<file path="config.mk">
export PLATFORM = sky130hd
export DESIGN_NAME = csfr_core
export DESIGN_NICKNAME = d
export VERILOG_FILES = /design/src/logic/csfr_pkg.sv /design/src/logic/csfr_core.sv
export SDC_FILE = /design/constraint.sdc
export NUM_CORES = 1
export LEC_CHECK = 0
export BUFFER_PORTS_ARGS = -buffer_cell sky130_fd_sc_hd__buf_2
export CAP_MARGIN = 25
export CORE_ASPECT_RATIO = 1.5
export CORE_MARGIN = 2
export CORE_UTILIZATION = 55
export DETAILED_ROUTE_END_ITERATION = 8
export GPL_TIMING_DRIVEN = 0
export PLACE_DENSITY = 0.86
export SLEW_MARGIN = 20
export SYNTH_ARGS = -nofsm -noshare
export SYNTH_HDL_FRONTEND = slang
export SYNTH_SLANG_ARGS = --single-unit
</file>
<file path="constraint.sdc">
create_clock -name clk_i -period 13.97 [get_ports clk_i]
set_input_delay 0 -clock clk_i [delete_from_list [all_inputs] [get_ports clk_i]]
set_output_delay 0 -clock clk_i [all_outputs]
set_load 0.005 [all_outputs]
</file>
<file path="src/logic/csfr_pkg.sv">
// Package for the core special-function block: register offsets, field positions,
// reset values, mode codes and the program-counter and stack geometry.
// Assumes a 9-bit data address space driven by the processor core.
package csfr_pkg;

  // Data space, program-counter and stack geometry
  localparam int unsigned CSFR_ADDR_W = 9;
  localparam int unsigned CSFR_DATA_W = 8;
  localparam int unsigned CSFR_PC_W = 13;
  localparam int unsigned CSFR_JUMP_W = 11;
  localparam int unsigned CSFR_STACK_DEPTH = 8;
  localparam int unsigned CSFR_STACK_PTR_W = 3;

  // Register offsets in data space
  localparam logic [8:0] CSFR_ADDR_INDIRECT = 9'h000;
  localparam logic [8:0] CSFR_ADDR_PC_LOW = 9'h002;
  localparam logic [8:0] CSFR_ADDR_BANK = 9'h003;
  localparam logic [8:0] CSFR_ADDR_POINTER = 9'h004;
  localparam logic [8:0] CSFR_ADDR_PC_LATCH = 9'h00A;
  localparam logic [8:0] CSFR_ADDR_EVENT_FLAGS = 9'h00C;
  localparam logic [8:0] CSFR_ADDR_RESET_CAUSE = 9'h08E;
  localparam logic [8:0] CSFR_ADDR_PIN_STEER = 9'h099;

  // Event flag positions
  localparam int unsigned CSFR_CONVERTER_DONE_BIT = 6;
  localparam int unsigned CSFR_CAPCMP_EVENT_BIT = 5;
  localparam int unsigned CSFR_COMPARATOR_CHANGE_BIT = 3;
  localparam int unsigned CSFR_PERIOD_MATCH_BIT = 1;
  localparam int unsigned CSFR_TIMER_ONE_OVERFLOW_BIT = 0;

  // Implemented flag positions, full and reduced variants
  localparam logic [7:0] CSFR_FLAGS_MASK_FULL = 8'h6B;
  localparam logic [7:0] CSFR_FLAGS_MASK_REDUCED = 8'h08;

  // Reset cause positions
  localparam int unsigned CSFR_POR_STATUS_BIT = 1;
  localparam int unsigned CSFR_BROWNOUT_STATUS_BIT = 0;

  // Pin steering positions
  localparam int unsigned CSFR_GATE_PIN_SELECT_BIT = 4;
  localparam int unsigned CSFR_PWM_SECOND_PIN_SELECT_BIT = 1;
  localparam int unsigned CSFR_PWM_FIRST_PIN_SELECT_BIT = 0;

  // Bank select position in the bank register
  localparam int unsigned CSFR_BANK_SELECT_BIT = 7;

  // Implemented bits of the upper latch
  localparam logic [7:0] CSFR_PC_LATCH_MASK = 8'h1F;

  // Reset values and interrupt vector
  localparam logic [7:0] CSFR_FLAGS_RESET = 8'h00;
  localparam logic [7:0] CSFR_PC_LATCH_RESET = 8'h00;
  localparam logic [7:0] CSFR_POINTER_RESET = 8'h00;
  localparam logic [7:0] CSFR_PIN_STEER_RESET = 8'h00;
  localparam logic [12:0] CSFR_PC_RESET = 13'h0000;
  localparam logic [12:0] CSFR_IRQ_VECTOR = 13'h0004;

  // Capture/compare module modes
  typedef enum logic [1:0] {
    CSFR_CCP_OFF,
    CSFR_CCP_CAPTURE,
    CSFR_CCP_COMPARE,
    CSFR_CCP_PWM
  } csfr_ccp_mode_e;

endpackage : csfr_pkg

</file>
<file path="src/logic/csfr_core.sv">
// Core special-function logic: event flags, reset cause, pin steering,
// program counter with upper latch, eight-level return stack, indirect access.
// Assumes the core and peripherals are synchronous to clk_i and the register
// port strobes are single-cycle and never both high.
// The reduced variant drops the converter, capture/compare, period-match and
// timer-one overflow flags and leaves every PWM pad undriven.
//
// Contract
// - Flags set regardless of interrupt enables
// - Converter-done flag sets on conversion complete
// - Capture/compare flag sets in capture/compare modes
// - Comparator change flag sets on output change
// - Period-match flag sets on timer-two match
// - Timer-one overflow flag sets on overflow
// - Unimplemented and variant flag bits read zero
// - Power-on reset clears status; software sets it
// - Brown-out reset clears status; reads zero disabled
// - Reset-cause upper six bits read zero
// - Gate select picks pin three or four
// - Second PWM select picks pin four or zero
// - First PWM select picks pin five or two
// - Thirteen-bit counter, low byte read/write
// - Every reset clears whole program counter
// - Low-byte write loads upper five latch bits
// - Call/jump takes top two bits from latch
// - Eight-entry thirteen-bit hidden return stack
// - Push on call/interrupt, pop on returns
// - Stack wraps circularly, no overflow status
// - Indirect port reads zero through itself
// - Nine-bit indirect address: bank bit, pointer
//
// The register offsets and the address-and-strobe port were left to the implementer.
module csfr_core
  import csfr_pkg::*;
#(
  parameter bit HAS_ANALOG = 1'b1
) (
  // Clock and power-on reset
  input wire logic clk_i,
  input wire logic rst_i,
  // Synchronous reset causes and brown-out enable
  input wire logic brownout_reset_i,
  input wire logic other_reset_i,
  input wire logic brownout_enable_i,
  // Register port
  input wire logic [8:0] reg_addr_i,
  input wire logic [7:0] reg_wdata_i,
  input wire logic reg_write_i,
  input wire logic reg_read_i,
  output logic [7:0] reg_rdata_o,
  // External data memory, read data valid in the strobe cycle
  output logic [8:0] mem_addr_o,
  output logic [7:0] mem_wdata_o,
  output logic mem_write_o,
  output logic mem_read_o,
  input wire logic [7:0] mem_rdata_i,
  // Instruction sequencer
  input wire logic step_i,
  input wire logic call_i,
  input wire logic jump_i,
  input wire logic [10:0] jump_target_i,
  input wire logic irq_branch_i,
  input wire logic return_i,
  output logic [12:0] pc_o,
  // Peripheral events
  input wire logic converter_done_i,
  input wire logic capcmp_capture_i,
  input wire logic capcmp_compare_i,
  input wire logic [1:0] capcmp_mode_i,
  input wire logic comparator_out_i,
  input wire logic period_match_i,
  input wire logic timer_one_overflow_i,
  // Pin steering
  input wire logic port_pin_3_i,
  input wire logic port_pin_4_i,
  input wire logic pwm_first_output_i,
  input wire logic pwm_second_output_i,
  output logic timer_gate_input_o,
  output logic port_pin_0_pwm_o,
  output logic port_pin_0_pwm_oe_o,
  output logic port_pin_4_pwm_o,
  output logic port_pin_4_pwm_oe_o,
  output logic port_pin_2_pwm_o,
  output logic port_pin_2_pwm_oe_o,
  output logic port_pin_5_pwm_o,
  output logic port_pin_5_pwm_oe_o
);

  // All state of the block; the stack and its pointer are hidden from software
  // and nothing reports an overflow or underflow
  typedef struct packed {
    logic [12:0] pc;
    logic [7:0] pc_upper_latch;
    logic [7:0] pointer;
    logic bank_select;
    logic [7:0][12:0] stack;
    logic [2:0] stack_ptr;
    logic [7:0] flags;
    logic cmp_prev;
    logic por_status;
    logic brownout_status;
    logic gate_pin_select;
    logic pwm_second_pin_select;
    logic pwm_first_pin_select;
    logic [7:0] rdata;
    logic gate;
    logic [3:0] pwm_pins;
    logic [3:0] pwm_oes;
  } csfr_state_s;

  // Implemented flag positions of this variant
  localparam logic [7:0] FLAGS_MASK = HAS_ANALOG ? CSFR_FLAGS_MASK_FULL : CSFR_FLAGS_MASK_REDUCED;

  csfr_state_s state;
  csfr_state_s next_state;

  // Effective data address of an access, redirected through the pointer
  // The ninth address bit is the bank select, so both banks are reachable
  function automatic logic [8:0] csfr_resolve(input logic [8:0] addr, input logic bank, input logic [7:0] ptr);
    if (addr == CSFR_ADDR_INDIRECT) begin
      return {bank, ptr};
    end
    return addr;
  endfunction

  // True when an access lands on the indirect port through itself
  // Such an access must neither change a register nor reach the memory
  function automatic logic csfr_self_indirect(input logic [8:0] addr, input logic bank, input logic [7:0] ptr);
    return (addr == CSFR_ADDR_INDIRECT) && ({bank, ptr} == CSFR_ADDR_INDIRECT);
  endfunction

  // True when the effective address belongs to this block
  // Local registers are matched on all nine bits; everything else goes out
  function automatic logic csfr_local(input logic [8:0] eff);
    case (eff)
      CSFR_ADDR_INDIRECT, CSFR_ADDR_PC_LOW, CSFR_ADDR_BANK, CSFR_ADDR_POINTER,
      CSFR_ADDR_PC_LATCH, CSFR_ADDR_EVENT_FLAGS, CSFR_ADDR_RESET_CAUSE,
      CSFR_ADDR_PIN_STEER: return 1'b1;
      default: return 1'b0;
    endcase
  endfunction

  logic [8:0] eff_addr;
  logic self_ind;
  logic sw_write;
  logic is_local;
  logic [7:0] event_set;
  logic [7:0] local_rdata;
  logic [12:0] pc_plus_one;
  logic [2:0] ptr_down;
  csfr_ccp_mode_e ccp_mode;

  // Address resolution for the current access
  assign eff_addr = csfr_resolve(reg_addr_i, state.bank_select, state.pointer);
  assign self_ind = csfr_self_indirect(reg_addr_i, state.bank_select, state.pointer);
  assign is_local = csfr_local(eff_addr);
  assign sw_write = reg_write_i && !self_ind;
  assign pc_plus_one = state.pc + 13'h0001;
  assign ptr_down = state.stack_ptr - 3'h1;
  assign ccp_mode = csfr_ccp_mode_e'(capcmp_mode_i);

  // Hardware flag set terms, independent of any interrupt enable;
  // a strobe in PWM or off mode never raises the capture/compare flag,
  // and the comparator term is the level against last cycle's sample
  always_comb begin
    event_set = 8'h00;
    event_set[CSFR_CONVERTER_DONE_BIT] = converter_done_i;
    case (ccp_mode)
      CSFR_CCP_CAPTURE: event_set[CSFR_CAPCMP_EVENT_BIT] = capcmp_capture_i;
      CSFR_CCP_COMPARE: event_set[CSFR_CAPCMP_EVENT_BIT] = capcmp_compare_i;
      default: event_set[CSFR_CAPCMP_EVENT_BIT] = 1'b0;
    endcase
    event_set[CSFR_COMPARATOR_CHANGE_BIT] = comparator_out_i ^ state.cmp_prev;
    event_set[CSFR_PERIOD_MATCH_BIT] = period_match_i;
    event_set[CSFR_TIMER_ONE_OVERFLOW_BIT] = timer_one_overflow_i;
  end

  // Read view of the local registers
  // Unimplemented positions stay at the zero default
  always_comb begin
    local_rdata = 8'h00;
    case (eff_addr)
      CSFR_ADDR_PC_LOW: local_rdata = state.pc[7:0];
      CSFR_ADDR_BANK: local_rdata[CSFR_BANK_SELECT_BIT] = state.bank_select;
      CSFR_ADDR_POINTER: local_rdata = state.pointer;
      CSFR_ADDR_PC_LATCH: local_rdata = state.pc_upper_latch & CSFR_PC_LATCH_MASK;
      CSFR_ADDR_EVENT_FLAGS: local_rdata = state.flags & FLAGS_MASK;
      CSFR_ADDR_RESET_CAUSE: begin
        local_rdata[CSFR_POR_STATUS_BIT] = state.por_status;
        local_rdata[CSFR_BROWNOUT_STATUS_BIT] = state.brownout_status & brownout_enable_i;
      end
      CSFR_ADDR_PIN_STEER: begin
        local_rdata[CSFR_GATE_PIN_SELECT_BIT] = state.gate_pin_select;
        local_rdata[CSFR_PWM_SECOND_PIN_SELECT_BIT] = state.pwm_second_pin_select;
        local_rdata[CSFR_PWM_FIRST_PIN_SELECT_BIT] = state.pwm_first_pin_select;
      end
      default: local_rdata = 8'h00;
    endcase
  end

  // External memory strobes for non-local effective addresses
  // A self-indirect access counts as local, so it never strobes the memory
  assign mem_addr_o = eff_addr;
  assign mem_wdata_o = reg_wdata_i;
  assign mem_write_o = reg_write_i && !is_local;
  assign mem_read_o = reg_read_i && !is_local;

  // Next-state logic
  always_comb begin
    logic [7:0] flag_base;
    flag_base = state.flags;
    next_state = state;
    next_state.cmp_prev = comparator_out_i;

    // Read data, standing for one cycle only so that a stale answer is
    // never taken for a fresh one; a self-indirect read answers zero,
    // and a non-local read passes the memory's same-cycle answer on
    next_state.rdata = 8'h00;
    if (reg_read_i) begin
      if (self_ind) begin
        next_state.rdata = 8'h00;
      end else if (is_local) begin
        next_state.rdata = local_rdata;
      end else begin
        next_state.rdata = mem_rdata_i;
      end
    end

    // Software writes to local registers; self-indirect writes do nothing.
    // The upper latch keeps only its five implemented bits, and the flag
    // write is held back so that events can be merged in afterwards
    if (sw_write && is_local) begin
      case (eff_addr)
        CSFR_ADDR_BANK: next_state.bank_select = reg_wdata_i[CSFR_BANK_SELECT_BIT];
        CSFR_ADDR_POINTER: next_state.pointer = reg_wdata_i;
        CSFR_ADDR_PC_LATCH: next_state.pc_upper_latch = reg_wdata_i & CSFR_PC_LATCH_MASK;
        CSFR_ADDR_EVENT_FLAGS: flag_base = reg_wdata_i;
        CSFR_ADDR_RESET_CAUSE: begin
          next_state.por_status = reg_wdata_i[CSFR_POR_STATUS_BIT];
          next_state.brownout_status = reg_wdata_i[CSFR_BROWNOUT_STATUS_BIT];
        end
        CSFR_ADDR_PIN_STEER: begin
          next_state.gate_pin_select = reg_wdata_i[CSFR_GATE_PIN_SELECT_BIT];
          next_state.pwm_second_pin_select = reg_wdata_i[CSFR_PWM_SECOND_PIN_SELECT_BIT];
          next_state.pwm_first_pin_select = reg_wdata_i[CSFR_PWM_FIRST_PIN_SELECT_BIT];
        end
        default: begin
        end
      endcase
    end

    // Flags: event set wins over a software clear in the same cycle, so an
    // event that meets a clear is never lost; unimplemented positions are
    // masked so that writing ones there cannot make them read back
    next_state.flags = (flag_base | event_set) & FLAGS_MASK;

    // Program counter and stack; a low-byte write has top priority, and
    // lower-priority sequencer requests of the same cycle are dropped.
    // The pointer wraps modulo eight, so a ninth push overwrites the oldest
    // entry; pushes and pops leave the upper latch alone
    if (sw_write && eff_addr == CSFR_ADDR_PC_LOW) begin
      next_state.pc = {state.pc_upper_latch[4:0], reg_wdata_i};
    end else if (call_i) begin
      next_state.stack[state.stack_ptr] = pc_plus_one;
      next_state.stack_ptr = state.stack_ptr + 3'h1;
      next_state.pc = {state.pc_upper_latch[4:3], jump_target_i};
    end else if (jump_i) begin
      next_state.pc = {state.pc_upper_latch[4:3], jump_target_i};
    end else if (irq_branch_i) begin
      next_state.stack[state.stack_ptr] = state.pc;
      next_state.stack_ptr = state.stack_ptr + 3'h1;
      next_state.pc = CSFR_IRQ_VECTOR;
    end else if (return_i) begin
      next_state.pc = state.stack[ptr_down];
      next_state.stack_ptr = ptr_down;
    end else if (step_i) begin
      next_state.pc = pc_plus_one;
    end

    // Pin steering, registered toward the pads; the gate input and the
    // PWM levels therefore reach their destinations one cycle late
    next_state.gate = state.gate_pin_select ? port_pin_3_i : port_pin_4_i;
    next_state.pwm_pins = 4'h0;
    next_state.pwm_oes = 4'h0;
    if (HAS_ANALOG) begin
      if (state.pwm_second_pin_select) begin
        next_state.pwm_pins[1] = pwm_second_output_i;
        next_state.pwm_oes[1] = 1'b1;
      end else begin
        next_state.pwm_pins[0] = pwm_second_output_i;
        next_state.pwm_oes[0] = 1'b1;
      end
      if (state.pwm_first_pin_select) begin
        next_state.pwm_pins[3] = pwm_first_output_i;
        next_state.pwm_oes[3] = 1'b1;
      end else begin
        next_state.pwm_pins[2] = pwm_first_output_i;
        next_state.pwm_oes[2] = 1'b1;
      end
    end

    // Synchronous reset causes clear the counter; brown-out clears its status bit.
    // These come last so that they override the counter load of any sequencer
    // request or low-byte counter write of the same cycle, but not a stack push or pop
    if (brownout_reset_i || other_reset_i) begin
      next_state.pc = CSFR_PC_RESET;
      next_state.rdata = 8'h00;
    end
    if (brownout_reset_i) begin
      next_state.brownout_status = 1'b0;
    end
  end

  // State register; power-on reset clears counter and power-on status.
  // The brown-out status starts at zero too, so software sets both bits
  // after power-up to tell later reset causes apart
  always_ff @(posedge clk_i or posedge rst_i) begin
    if (rst_i) begin
      state <= '0;
      state.pc <= CSFR_PC_RESET;
      state.pc_upper_latch <= CSFR_PC_LATCH_RESET;
      state.pointer <= CSFR_POINTER_RESET;
      state.flags <= CSFR_FLAGS_RESET;
      state.por_status <= 1'b0;
      state.brownout_status <= 1'b0;
    end else begin
      state <= next_state;
    end
  end

  // Outputs straight from the state register
  // None of these depends combinationally on an input
  assign reg_rdata_o = state.rdata;
  assign pc_o = state.pc;
  assign timer_gate_input_o = state.gate;
  assign port_pin_0_pwm_o = state.pwm_pins[0];
  assign port_pin_4_pwm_o = state.pwm_pins[1];
  assign port_pin_2_pwm_o = state.pwm_pins[2];
  assign port_pin_5_pwm_o = state.pwm_pins[3];
  assign port_pin_0_pwm_oe_o = state.pwm_oes[0];
  assign port_pin_4_pwm_oe_o = state.pwm_oes[1];
  assign port_pin_2_pwm_oe_o = state.pwm_oes[2];
  assign port_pin_5_pwm_oe_o = state.pwm_oes[3];

endmodule : csfr_core

</file>
* Yosys cells after proc, flatten, opt, wreduce, memory -nomap -nowiden *
Cells that the tools add are included.

cells by class
  add/subtract/negate cells = 3
  $lt $le $gt $ge = 3
  equal/unequal tests = 10
  muxes and demuxes = 47
  bitwise gates (word level) = 4
  reduce and logical (&&, ||, !) cells = 27

operators by type and width
  cell                   count
  $mux 107               2
  $bwmux 104             2
  $mux 13                9
  $mux 104               1
  $bmux 13 s3            1
  $demux 13 s3           1
  $mux 8                 4
  $logic_not 9->1        3
  $eq 9x2->1 const B     2
  $eq 9x4->1 const B     2
  $eq 9x8->1 const B     2
  $mux 9                 2
  $mux 7                 2
  $add 13x1->13 const B  1
  $mux 1                 13
  $pmux 2 s6             1
  $reduce_and 2->1       6
  $eq 9x3->1 const B     1
  $mux 3                 3
  $lt 3x4->1 const B     2
  $pmux 2 s4             1
  $reduce_or 8->1        1
  $logic_and 1x1->1      7
  $or 7x7->7             1
  other kinds (20)       24

word-level totals
  flip-flop bits (word level) = 162
  output and inout bits = 49
  word-level logic and storage cells = 118

* Logic depth before layout (Yosys ltp) *
Gate-level depths: netlist of the first run.

  depth in word-level cells = 10
  mapped depth = 13
  mapped depth without buffers = 9

* Worst setup path before layout of the first run *
Ideal clock, no wire load.

  kind = register to register
  start point = register state[31] (netlist bit)
  end point = register state, in the netlist pc_o[0]
  setup time = 0.095 ns
  arrival time = 2.994 ns
  data required time = 13.875 ns
  path slack = 10.880 ns
  cell stages (with the launch flop) = 13
  path buffers = 4
  clock period less this slack = 3.090 ns
  cell sequence = dfrtp_1 > buf_2 > buf_2 > inv_1 > ha_1 > clkbuf_1 > clkbuf_1 > mux4_2 > nand2_1 > and3_1 > a211oi_1 > a211oi_1 > o31ai_1

between the ends
  longest elaborated chain between the ends = 9

ends and longest elaborated chain
  element                        RTL line          source
  start: declaration             csfr_core.sv:114  csfr_state_s state;
  start signal: assignment       csfr_core.sv:327  state <= next_state;
  $sub 3x1->3                    csfr_core.sv:159  assign ptr_down = state.stack_ptr - 3'h1;
  net ptr_down[0]                csfr_core.sv:150  logic [2:0] ptr_down;
  $bmux 13 s3                    csfr_core.sv:274  next_state.pc = state.stack[ptr_down];
  $mux 13 (not written as such)  csfr_core.sv:274
  $mux 13                        csfr_core.sv:273  end else if (return_i) begin
  $mux 13                        csfr_core.sv:269  end else if (irq_branch_i) begin
  $mux 13                        csfr_core.sv:267  end else if (jump_i) begin
  $mux 13                        csfr_core.sv:263  end else if (call_i) begin
  $mux 13                        csfr_core.sv:261  if (sw_write && eff_addr == CSFR_ADDR_PC_LOW) begin
  $mux 13                        csfr_core.sv:305  if (brownout_reset_i || other_reset_i) begin

The timed path passes the listed nets, and every way through them passes these cells. The select of a mux whose other input is x is not followed.
A chain may end at the register's enable or synchronous reset.

* Worst setup path in the final report of the first run *
Same ends and word-level chain as after synthesis.

==> results.txt, run 1 <==
Area of the core -> 0.0155 mm2
CP Capture Type -> flip-flop
Number of global-route vias before repair -> 7595
Initial antenna violation count -> 1
Fmax -> 239 MHz
Clk sinks -> 162
Total Neg Setup Slack -> 0 ps
Routed vias/inst -> 6.08
Arr. time, crit path -> 4520 ps
Actual slew at the worst max-slew pin -> 1020 ps
Syn nets -> 914
Max FO, Critical Path -> 10
Max Clock Skew -> 8.47 ps
Post-CTS setup buffers -> 0
Clock Latency Late Sink -> 430 ps
Fraction of layout cells with a size suffix above 1 -> 26.7%
Hold Crit Class -> in2reg
Xor and xnor fraction of the mapped netlist area -> 2.94%
Max incr delay on CP -> 650 ps
Commonest non-fill, non-tap cells in the layout -> 162 x dfrtp_1, 122 x buf_2, 122 x nor2_1, 102 x a21oi_1, 73 x nand2_1
Adder-cell share of the synthesized area -> 0.725%
Commonest non-fill, non-tap cell in the layout -> dfrtp_1
First-pass iteration count of the detailed router -> 7
Synth Area in Simple Gates -> 16.5%
Initial core utilization -> 55.7%
Die ar. -> 0.0167 mm2
Max-cap violations -> 0
Clock transition at path regs -> 70 ps
Share of flip-flops with an asynchronous set or reset -> 100%
Setup CP Type -> reg2reg
Clk buf depth -> 2
NumNets Final -> 1086
Final slew viol count -> 0
Hpwl dp -> 18600 um
TritonCTS clock tree -> built
Post-Syn Area per Cell -> 10.2 um2
Syn. warnings -> 0
Placed Area -> 0.00945 mm2
Mux share of post-synthesis cell area -> 9.86%
Final Cycle Share -> 30.0%
TritonCTS Buffers -> 17
# placed instances -> 1158
Largest net degree at the start of global routing -> 103
Die X -> 106 um
Netlist cell types -> 70
Row count -> 56
Syn Inst Count -> 849
Io pins -> 109
Relative slew slack -> 31.4%
Htree depth -> 4
Final Cell Area -> 0.0105 mm2
Post-synth EDFFs -> 0
Startpoint class of the critical path -> flip-flop
Critical path's slowest cell -> clkbuf_1
Area grow syn2layout -> 21.4%
First-pass GRT wire length -> 40100 um
Total length of routed wires -> 25500 um
Chip height -> 157 um
Seq cells post-synth -> 162
Main combinational cell family by area after synthesis -> simple AND/OR/NAND/NOR gates
Wire per inst -> 20.6 um
Hold Vio Cnt, Final -> 0
Status -> finished, final reports clean
VDD IR max -> 0.000108 V
Primary FF master, synth -> dfrtp_1
Register area share after synthesis -> 47.0%
Clock period minus worst slack -> 4190 ps
Synth Area in Compound Gates -> 15.5%
Root Buffer -> clkbuf_16
Vias -> 7532
Power Density -> 184 mW/mm2
Critical Path, Cell by Cell -> buf_2 -> buf_2 -> inv_1 -> ha_1 -> clkbuf_1 -> clkbuf_1 -> mux4_2 -> nand2_1 -> and3_1 -> a211oi_1 -> a211oi_1 -> o31ai_1
I/O Buffers -> 105
Final-report setup violation count -> 0
Static Leak -> 4.74 nW
Drc violations -> 0
ANT nets after route -> 0
Post-Syn Area -> 0.00863 mm2
Starting DRC count in detailed routing -> 783
Final Instance Count excl. Fillers -> 1238
Grt ovf -> 0
Gpl congestion -> 0.965
Gr usage total -> 31.4%
Crit path required time -> 14310 ps
RSZ-0062 raised after global routing -> no
-- synth_stat cells, types with 8 or more instances --
master    instances  share of area (%)
nor3_1            9               0.52
dfrtp_1         162                 47
buf_6             8                1.0
xnor2_1          13                1.3
a211oi_1          9               0.78
mux2_2           17                2.2
and3_1           12               0.87
inv_1            16               0.70
xor2_1           16                1.6
nand3_1          18                1.0
nor2_1          122                5.3
buf_4            34                3.0
o21ai_0          34                2.0
clkbuf_1         16               0.70
mux4_2           26                6.8
buf_2            17               0.99
a21oi_1         102                5.9
nand2_1          73                3.2
-- layer usage --
metal | part of all wire [%] | wire [um] | GRT usage, %
met1 | 34 | 8770 | 33.9
met2 | 52 | 13300 | 55.5
met3 | 6.4 | 1640 | 4.60
met4 | 7.0 | 1780 | 23.6
met5 | 0 | 0 | 0
-- timing repair --
action	CTS	global route
hold buffers	47	0
hold endpoints to repair	110	0
gates resized for setup	0	0
-- path summary, 6_finish.rpt --
kind | startpoint | end | slack, ps | depth (start not counted)
worst min register to register | state[50]$_DFFE_PP0P_ | state[50]$_DFFE_PP0P_ | 490 | 2
max in group asynchronous | rst_i | state[52]$_DFFE_PP0P_ | 13000 | 4
worst min-delay path | irq_branch_i | pc_o[11]$_DFFE_PP0P_ | 30 | 3
worst max register to register | state[31]$_DFFE_PP0P_ | pc_o[0]$_DFFE_PP0P_ | 9780 | 12
min in group asynchronous | rst_i | state[83]$_DFFE_PP0P_ | 150 | 3
worst max-delay path | state[31]$_DFFE_PP0P_ | pc_o[0]$_DFFE_PP0P_ | 9780 | 12
-- metrics by stage --
stage                     worst slack, ps  hold WS [ps]  utilization (%)  power, W
after floorplan                      9590          31.4                -   0.00126
after global placement               7950           137             60.8   0.00142
after detailed placement             9930          58.4             61.0   0.00145
after CTS                            9820          16.1             67.7   0.00192
after global routing                 9520          52.8             67.7   0.00204
final                                9780          28.4             67.7   0.00193
-- cell type report --
type / instances / area (um2)
Clock inverter: 15 / 135
Timing Repair Buffer: 153 / 1020
Sequential cell: 162 / 4050
Tap cell: 203 / 254
Buffer: 87 / 582
Multi-Input combinational cell: 583 / 3930
Inverter: 17 / 71.3
Fill cell: 1130 / 5000
Clock buffer: 17 / 425
Antenna cell: 1 / 2.50
-- critical path, delay by kind of cell (launching register included) --
kind / cells / cell delay, ps
AO/OA/AOI/OAI: 3 / 600
adder cells (fa/ha/maj): 1 / 330
buffers and inverters: 5 / 2160
flip-flops: 1 / 350
multiplexers: 1 / 360
AND/OR/NAND/NOR: 2 / 280
-- sequential cells by signal (all words and copies together), names as in the netlist --
register and count:
port_pin_2_pwm_oe_o 1, port_pin_4_pwm_oe_o 1, port_pin_0_pwm_oe_o 1, pc_o 13, port_pin_5_pwm_oe_o 1, port_pin_4_pwm_o 1, reg_rdata_o 8, timer_gate_input_o 1
port_pin_2_pwm_o 1, state 132, port_pin_5_pwm_o 1, port_pin_0_pwm_o 1
-- cells by family after synthesis --
group	Yosys count
simple gates	284
xor+xnor	29
compound gates	215
mux	50
fa+ha+maj	5
flops	162
buf+inv	104
-- where the power goes --
group / internal (W) / switching (W) / leakage (nW)
registers: 0.000632 / 0.0000957 / 1.99
logic: 0.000347 / 0.000410 / 2.48
clock network: 0.000235 / 0.000213 / 0.267
total: 0.00121 / 0.000719 / 4.74
Power figures use the tool's default switching activity.
==> run 2: changes to the inputs <==
--- a/config.mk
+++ b/config.mk
@@ -5,6 +5,7 @@
 export SDC_FILE = /design/constraint.sdc
 export NUM_CORES = 1
 export LEC_CHECK = 0
+export ABC_AREA = 1
 export BUFFER_PORTS_ARGS = -buffer_cell sky130_fd_sc_hd__buf_2
 export CAP_MARGIN = 25
 export CORE_ASPECT_RATIO = 1.5
==> constraint.sdc (replaced) <==
create_clock -name clk_i -period 4.09 [get_ports clk_i]
set_input_delay 0 -clock clk_i [delete_from_list [all_inputs] [get_ports clk_i]]
set_output_delay 0 -clock clk_i [all_outputs]
set_load 0.005 [all_outputs]
==> results.txt, run 2 <==
Grt ovf -> 0 (unchanged)
Total length of routed wires -> 29900 um (was 25500 um)
Number of global-route vias before repair -> 8909 (was 7595)
Sw Ratio -> 42.5% (was 37.2%)
Commonest non-fill, non-tap cell in the layout -> nand2_1 (was dfrtp_1)
First-pass GRT wire length -> 46500 um (was 40100 um)
Hold Vio Cnt, Final -> 0 (unchanged)
Max incr delay on CP -> 480 ps (was 650 ps)
Post-Syn Area -> 0.00902 mm2 (was 0.00863 mm2)
Critical Path, Cell by Cell -> inv_1 -> clkbuf_1 -> clkbuf_2 -> ha_1 -> clkbuf_1 -> inv_1 -> clkbuf_1 -> a21oi_1 -> a22oi_1 -> nand2_1 -> o211ai_1 -> nand3_1 -> o21ai_0 -> nand2_1 -> o21ai_0 (was buf_2 -> buf_2 -> inv_1 -> ha_1 -> clkbuf_1 -> clkbuf_1 -> mux4_2 -> nand2_1 -> and3_1 -> a211oi_1 -> a211oi_1 -> o31ai_1)
Initial core utilization -> 55.9% (was 55.7%)
I/O Buffers -> 108 (was 105)
Routed vias/inst -> 5.70 (was 6.08)
Die ar. -> 0.0175 mm2 (was 0.0167 mm2)
Clock transition at path regs -> 70 ps (about the same)
Clock Latency Late Sink -> 430 ps (about the same)
Max-cap violations -> 0 (unchanged)
Static Leak -> 5.37 nW (was 4.74 nW)
VDD IR max -> 0.000371 V (was 0.000108 V)
Gr usage total -> 35.5% (was 31.4%)
Die X -> 109 um (was 106 um)
Final-report setup violation count -> 0 (unchanged)
CP Capture Type -> flip-flop (unchanged)
Power share of the clock group -> 23.3% (was 23.2%)
Arr. time, crit path -> 4130 ps (was 4520 ps)
Area of the core -> 0.0161 mm2 (was 0.0155 mm2)
Crit path required time -> 4450 ps (was 14310 ps)
Critical path's slowest cell -> a22oi_1 (was clkbuf_1)
Biggest register -> state (unchanged)
Final slew viol count -> 0 (unchanged)
# placed instances -> 1497 (was 1158)
Clock period minus worst slack -> 3770 ps (was 4190 ps)
P_int -> 0.00378 W (was 0.00121 W)
TritonCTS Buffers -> 17 (unchanged)
Drc violations -> 0 (unchanged)
Clk sinks -> 162 (unchanged)
NetSw -> 0.00280 W (was 0.000719 W)
First-pass iteration count of the detailed router -> 7 (unchanged)
Sequential fraction of design power -> 34.9% (was 37.6%)
Syn Inst Count -> 1178 (was 849)
Largest net degree at the start of global routing -> 36 (was 103)
Combinational share of power -> 41.7% (was 39.2%)
TritonCTS clock tree -> built (unchanged)
Setup CP Type -> reg2reg (unchanged)
Post-synth top area share -> 45.0% (was 47.0%)
Most used cell, CP -> clkbuf_1
Initial antenna violation count -> 0 (was 1)
RSZ-0062 raised after global routing -> no (unchanged)
Seq cells post-synth -> 162 (unchanged)
Wire per inst -> 19.1 um (was 20.6 um)
Chip height -> 161 um (was 157 um)
Reg area -> 0.00405 mm2 (unchanged)
Actual slew at the worst max-slew pin -> 1050 ps (was 1020 ps)
Multi-input gate area -> 0.00397 mm2 (was 0.00393 mm2)
Gpl congestion -> 0.975 (was 0.965)
Crit path buf inv count -> 6 (was 5)
ANT nets after route -> 0 (unchanged)
Total Neg Setup Slack -> 0 ps (unchanged)
Root Buffer -> clkbuf_16 (unchanged)
Hpwl dp -> 22000 um (was 18600 um)
Top-count cell post-synth -> nand2_1 (was dfrtp_1)
Max Clock Skew -> 9.59 ps (was 8.47 ps)
Netlist cell types -> 42 (was 70)
Row count -> 57 (was 56)
Io pins -> 109 (unchanged)
Dominant cells by area after synthesis -> dfrtp_1 45%, nand2_1 13%, o21ai_0 6.0% (was dfrtp_1 47%, mux4_2 6.8%, a21oi_1 5.9%)
Primary FF master, synth -> dfrtp_1 (unchanged)
Post-Syn Area per Cell -> 7.65 um2 (was 10.2 um2)
Top cells by count, synth -> 323 x nand2_1, 162 x dfrtp_1, 116 x inv_1 (was 162 x dfrtp_1, 122 x nor2_1, 102 x a21oi_1)
Status -> finished, final reports clean (unchanged)
Final Cycle Share -> 92.2% (was 30.0%)
Starting DRC count in detailed routing -> 676 (was 783)
Startpoint class of the critical path -> flip-flop (unchanged)
ANT cells -> 0 (was 1)
Syn nets -> 1243 (was 914)
Commonest non-fill, non-tap cells in the layout -> 323 x nand2_1, 162 x dfrtp_1, 115 x inv_1, 115 x buf_2, 108 x o21ai_0 (was 162 x dfrtp_1, 122 x buf_2, 122 x nor2_1, 102 x a21oi_1, 73 x nand2_1)
Max FO, Critical Path -> 10 (unchanged)
Fmax -> 265 MHz (was 239 MHz)
Htree depth -> 4 (unchanged)
Final Instance Count excl. Fillers -> 1566 (was 1238)
Largest register FFs -> 132 (unchanged)
Power Density -> 605 mW/mm2 (was 184 mW/mm2)
Area grow syn2layout -> 20.5% (was 21.4%)
NumNets Final -> 1412 (was 1086)
Relative slew slack -> 29.6% (was 31.4%)
Yosys top cell by area -> dfrtp_1 (unchanged)
Fraction of layout cells with a size suffix above 1 -> 19.0% (was 26.7%)
Hold Crit Class -> in2reg (unchanged)
Vias -> 8928 (was 7532)
Share of flip-flops with an asynchronous set or reset -> 100% (unchanged)
Post-synth EDFFs -> 0 (unchanged)
Register area share after synthesis -> 45.0% (was 47.0%)
Clk buf depth -> 2 (unchanged)
Filler cells -> 1368 (was 1130)
CP delay by family, top -> buffers and inverters (unchanged)
Syn. warnings -> 0 (unchanged)
[run 2: worst paths after layout]
kind / start / endpoint / slack, ps / depth (start not counted)
min: jump_target_i[5] / pc_o[5]$_DFFE_PP0P_ / 0.1 / 5
max reg2reg: state[31]$_DFFE_PP0P_ / pc_o[11]$_DFFE_PP0P_ / 320 / 15
min reg2reg: state[125]$_DFFE_PP0P_ / state[125]$_DFFE_PP0P_ / 480 / 2
max: state[31]$_DFFE_PP0P_ / pc_o[11]$_DFFE_PP0P_ / 320 / 15
max in group asynchronous: rst_i / state[118]$_DFFE_PP0P_ / 3150 / 5
min in group asynchronous: rst_i / state[86]$_DFFE_PP0P_ / 190 / 3
[run 2: cell families after synthesis]
group / synth area share (%)
xor+xnor: 1.07
buf+inv: 11.1
compound gates: 16.0
simple gates: 26.2
fa+ha+maj: 0.694
flops: 45.0
[run 2: cell type report]
cell class / count / area share [%]
Buffer: 78 / 4.52
Clock buffer: 20 / 4.30
Clock inverter: 12 / 0.898
Inverter: 131 / 4.72
Multi-Input combinational cell: 807 / 36.5
Sequential cell: 162 / 37.3
Tap cell: 206 / 2.37
Timing Repair Buffer: 150 / 9.38
[run 2: layer usage]
metal	vias up	wire [um]	share of wire, %	global-route usage (%)
li1	4130	-	-	-
met1	4049	9720	33	37.4
met2	573	15000	50	60.1
met3	176	2340	7.8	6.49
met4	0	2800	9.4	29.3
met5	-	0	0	0
[run 2: power groups by stage]
| stage | clock, W | combinational, W | sequential, W |
|---|---|---|---|
| floorplan | 0 | 0.00177 | 0.00225 |
| global placement | 0 | 0.00247 | 0.00229 |
| detailed placement | 0 | 0.00256 | 0.00231 |
| CTS | 0.00153 | 0.00263 | 0.00229 |
| global route | 0.00160 | 0.00296 | 0.00234 |
| finish | 0.00153 | 0.00274 | 0.00230 |
[run 2: worst min-delay path, cell delays in order]
cell and delay (ps):
buf_2 90, nand2_1 70, nand3_1 80, nand3_1 60
o21ai_0 80
[run 2: through the flow]
step	util, %	instance area, um2	worst slack, ps	hold slack [ps]	total power [W]
final	67.4	10900	318	0.101	0.00657
after global routing	67.4	10900	97.5	2.35	0.00690
after CTS	67.3	10900	297	0.538	0.00645
after floorplan	-	9020	1480	31.4	0.00402
after detailed placement	61.6	9930	410	103	0.00487
after global placement	60.9	9820	449	134	0.00477
[run 2: timing repair]
| item | CTS | global route |
|---|---|---|
| endpoints found under the hold margin | 53 | 1 |
| resized for setup | 0 | 2 |
| setup endpoints to repair | 0 | 2 |
| buffers inserted | 0 | 0 |
| hold buffers | 36 | 1 |
==> run 3: changes to the inputs <==
--- a/config.mk
+++ b/config.mk
@@ -13,7 +13,7 @@
 export CORE_UTILIZATION = 55
 export DETAILED_ROUTE_END_ITERATION = 8
 export GPL_TIMING_DRIVEN = 0
-export PLACE_DENSITY = 0.86
+export PLACE_DENSITY = 0.84
 export SLEW_MARGIN = 20
 export SYNTH_ARGS = -nofsm -noshare
 export SYNTH_HDL_FRONTEND = slang
==> results.txt, run 3 (synthesized netlist as in run 2, its figures left out) <==
Largest register FFs -> 132 (unchanged)
Io pins -> 109 (unchanged)
Power Density -> 608 mW/mm2 (was 605 mW/mm2)
Hpwl dp -> 21500 um (was 22000 um)
Starting DRC count in detailed routing -> 698 (was 676)
Post-CTS setup buffers -> 0 (unchanged)
Max Clock Skew -> 10.8 ps (was 9.59 ps)
Largest net degree at the start of global routing -> 36 (unchanged)
ANT cells -> 0 (unchanged)
Total length of routed wires -> 29700 um (was 29900 um)
VDD IR max -> 0.000335 V (was 0.000371 V)
Pre-CTS WS -> 309 ps (was 410 ps)
Worst hold margin -> 0.351 ps (was 0.101 ps)
Critical Path, Cell by Cell -> inv_1 -> clkbuf_1 -> clkbuf_2 -> ha_1 -> xor2_1 -> inv_1 -> clkbuf_1 -> o21ai_0 -> o21ai_0 -> a22oi_1 -> nand2_1 -> nand3_1 -> o21ai_0 (was inv_1 -> clkbuf_1 -> clkbuf_2 -> ha_1 -> clkbuf_1 -> inv_1 -> clkbuf_1 -> a21oi_1 -> a22oi_1 -> nand2_1 -> o211ai_1 -> nand3_1 -> o21ai_0 -> nand2_1 -> o21ai_0)
Die ar. -> 0.0175 mm2 (unchanged)
Commonest non-fill, non-tap cell in the layout -> nand2_1 (unchanged)
Max FO, Critical Path -> 10 (unchanged)
First-pass iteration count of the detailed router -> 6 (was 7)
Status -> finished, final reports clean (unchanged)
CP Capture Type -> flip-flop (unchanged)
Max-cap violations -> 0 (unchanged)
Die X -> 109 um (unchanged)
# placed instances -> 1497 (unchanged)
Multi-input gate area -> 0.00397 mm2 (unchanged)
Root Buffer -> clkbuf_16 (unchanged)
Final Cell Area -> 0.0110 mm2 (was 0.0109 mm2)
Actual slew at the worst max-slew pin -> 887 ps (was 1050 ps)
Relative slew slack -> 40.8% (was 29.6%)
Htree depth -> 4 (unchanged)
Chip height -> 161 um (unchanged)
CP delay by family, top -> buffers and inverters (unchanged)
Clock period minus worst slack -> 3830 ps (was 3770 ps)
RSZ-0062 raised after global routing -> no (unchanged)
Area of the core -> 0.0161 mm2 (unchanged)
Hold Crit Class -> in2reg (unchanged)
Hold Vio Cnt, Final -> 0 (unchanged)
I/O Buffers -> 108 (unchanged)
TritonCTS Buffers -> 17 (unchanged)
Area grow syn2layout -> 21.7% (was 20.5%)
Number of global-route vias before repair -> 8984 (was 8909)
Grt ovf -> 0 (unchanged)
Crit path buf inv count -> 5 (was 6)
ANT nets after route -> 0 (unchanged)
Clk buf depth -> 2 (unchanged)
Clock Latency Late Sink -> 450 ps (was 430 ps)
Fmax -> 261 MHz (was 265 MHz)
TritonCTS clock tree -> built (unchanged)
Initial core utilization -> 55.9% (unchanged)
Static Leak -> 5.43 nW (was 5.37 nW)
Final slew viol count -> 0 (unchanged)
Row count -> 57 (unchanged)
Clk sinks -> 162 (unchanged)
Clock transition at path regs -> 70 ps (about the same)
Routed vias/inst -> 5.75 (was 5.70)
Filler cells -> 1292 (was 1368)
Most used cell, CP -> o21ai_0 (was clkbuf_1)
Wire per inst -> 18.9 um (was 19.1 um)
Biggest register -> state (unchanged)
Crit path required time -> 4400 ps (was 4450 ps)
Arr. time, crit path -> 4150 ps (was 4130 ps)
Commonest non-fill, non-tap cells in the layout -> 323 x nand2_1, 162 x dfrtp_1, 115 x inv_1, 115 x buf_2, 108 x o21ai_0 (unchanged)
NumNets Final -> 1417 (was 1412)
Total Neg Setup Slack -> 0 ps (unchanged)
Drc violations -> 0 (unchanged)
Final setup margin -> 255 ps (was 318 ps)
Startpoint class of the critical path -> flip-flop (unchanged)
Gpl congestion -> 0.946 (was 0.975)
Initial antenna violation count -> 1 (was 0)
Gr usage total -> 35.7% (was 35.5%)
Placed Area -> 0.00993 mm2 (about the same)
Reg area -> 0.00405 mm2 (unchanged)
Final Instance Count excl. Fillers -> 1571 (was 1566)
Fraction of layout cells with a size suffix above 1 -> 19.1% (was 19.0%)
Final-report setup violation count -> 0 (unchanged)
First-pass GRT wire length -> 47200 um (was 46500 um)
Critical path's slowest cell -> xor2_1 (was a22oi_1)
Setup CP Type -> reg2reg (unchanged)
Final Cycle Share -> 93.8% (was 92.2%)
Max incr delay on CP -> 540 ps (was 480 ps)
Vias -> 9033 (was 8928)
==> run 3: cell count changes in the layout (fill, tap and decap cells not counted), moves of 2 or more <==
cell / delta
clkbuf_1: -2
clkbuf_2: +2
clkbuf_8: -3
clkinv_8: +3
clkinvlp_4: -3
dlygate4sd3_1: +5
inv_6: -2
inv_8: +6
==> run 3: power by group <==
| group | total [W] | switching, W | internal [W] |
|---|---|---|---|
| Sequential | 0.00232 | 0.000251 | 0.00207 |
| Clock | 0.00165 | 0.000769 | 0.000884 |
| Combinational | 0.00271 | 0.00182 | 0.000885 |
| Total | 0.00668 | 0.00284 | 0.00383 |
==> run 3: through the flow <==
step | utilization [%] | total power [W]
6_report | 68.1 | 0.00668
5_1_grt | 68.1 | 0.00702
4_1_cts | 68.1 | 0.00656
3_5_place_dp | 61.6 | 0.00485
3_3_place_gp | 60.9 | 0.00477
2_1_floorplan | - | 0.00402
==> run 3: repair_timing <==
action / 4_1_cts / 5_1_grt
hold buffers: 42 / 0
hold endpoints to repair: 70 / 0
resized for setup: 0 / 6
setup endpoints to repair: 0 / 2
==> run 3: worst min-delay path: stages <==
cell and delay [ps]:
buf_2 110, nand3_1 200, a21oi_1 80
==> run 3: worst paths after layout <==
check | endpoint | from | cells past startpoint | slack, ps
hold / removal | reg_rdata_o[5]$_DFF_PP0_ | reg_read_i | 3 | 0.4
setup reg to reg | pc_o[4]$_DFFE_PP0P_ | state[31]$_DFFE_PP0P_ | 13 | 260
setup / recovery | pc_o[4]$_DFFE_PP0P_ | state[31]$_DFFE_PP0P_ | 13 | 260
hold reg to reg | port_pin_5_pwm_oe_o$_DFF_PP0_ | state[17]$_DFFE_PP0P_ | 0 | 480
min in group asynchronous | state[87]$_DFFE_PP0P_ | rst_i | 3 | 220
max in group asynchronous | state[148]$_DFFE_PP0P_ | rst_i | 6 | 2840
==> run 3: cell type report <==
class | count | share of cell area, %
Sequential cell | 162 | 36.9
Multi-Input combinational cell | 807 | 36.1
Clock inverter | 15 | 1.73
Inverter | 131 | 4.67
Buffer | 78 | 4.49
Clock buffer | 17 | 3.88
Timing Repair Buffer | 155 | 9.80
Tap cell | 206 | 2.35
==> run 3: layer usage <==
layer	track usage, %	share of wire, %
met5	0	0.044
met4	25.9	8.2
met3	6.33	6.9
met2	62.2	52
met1	37.9	33
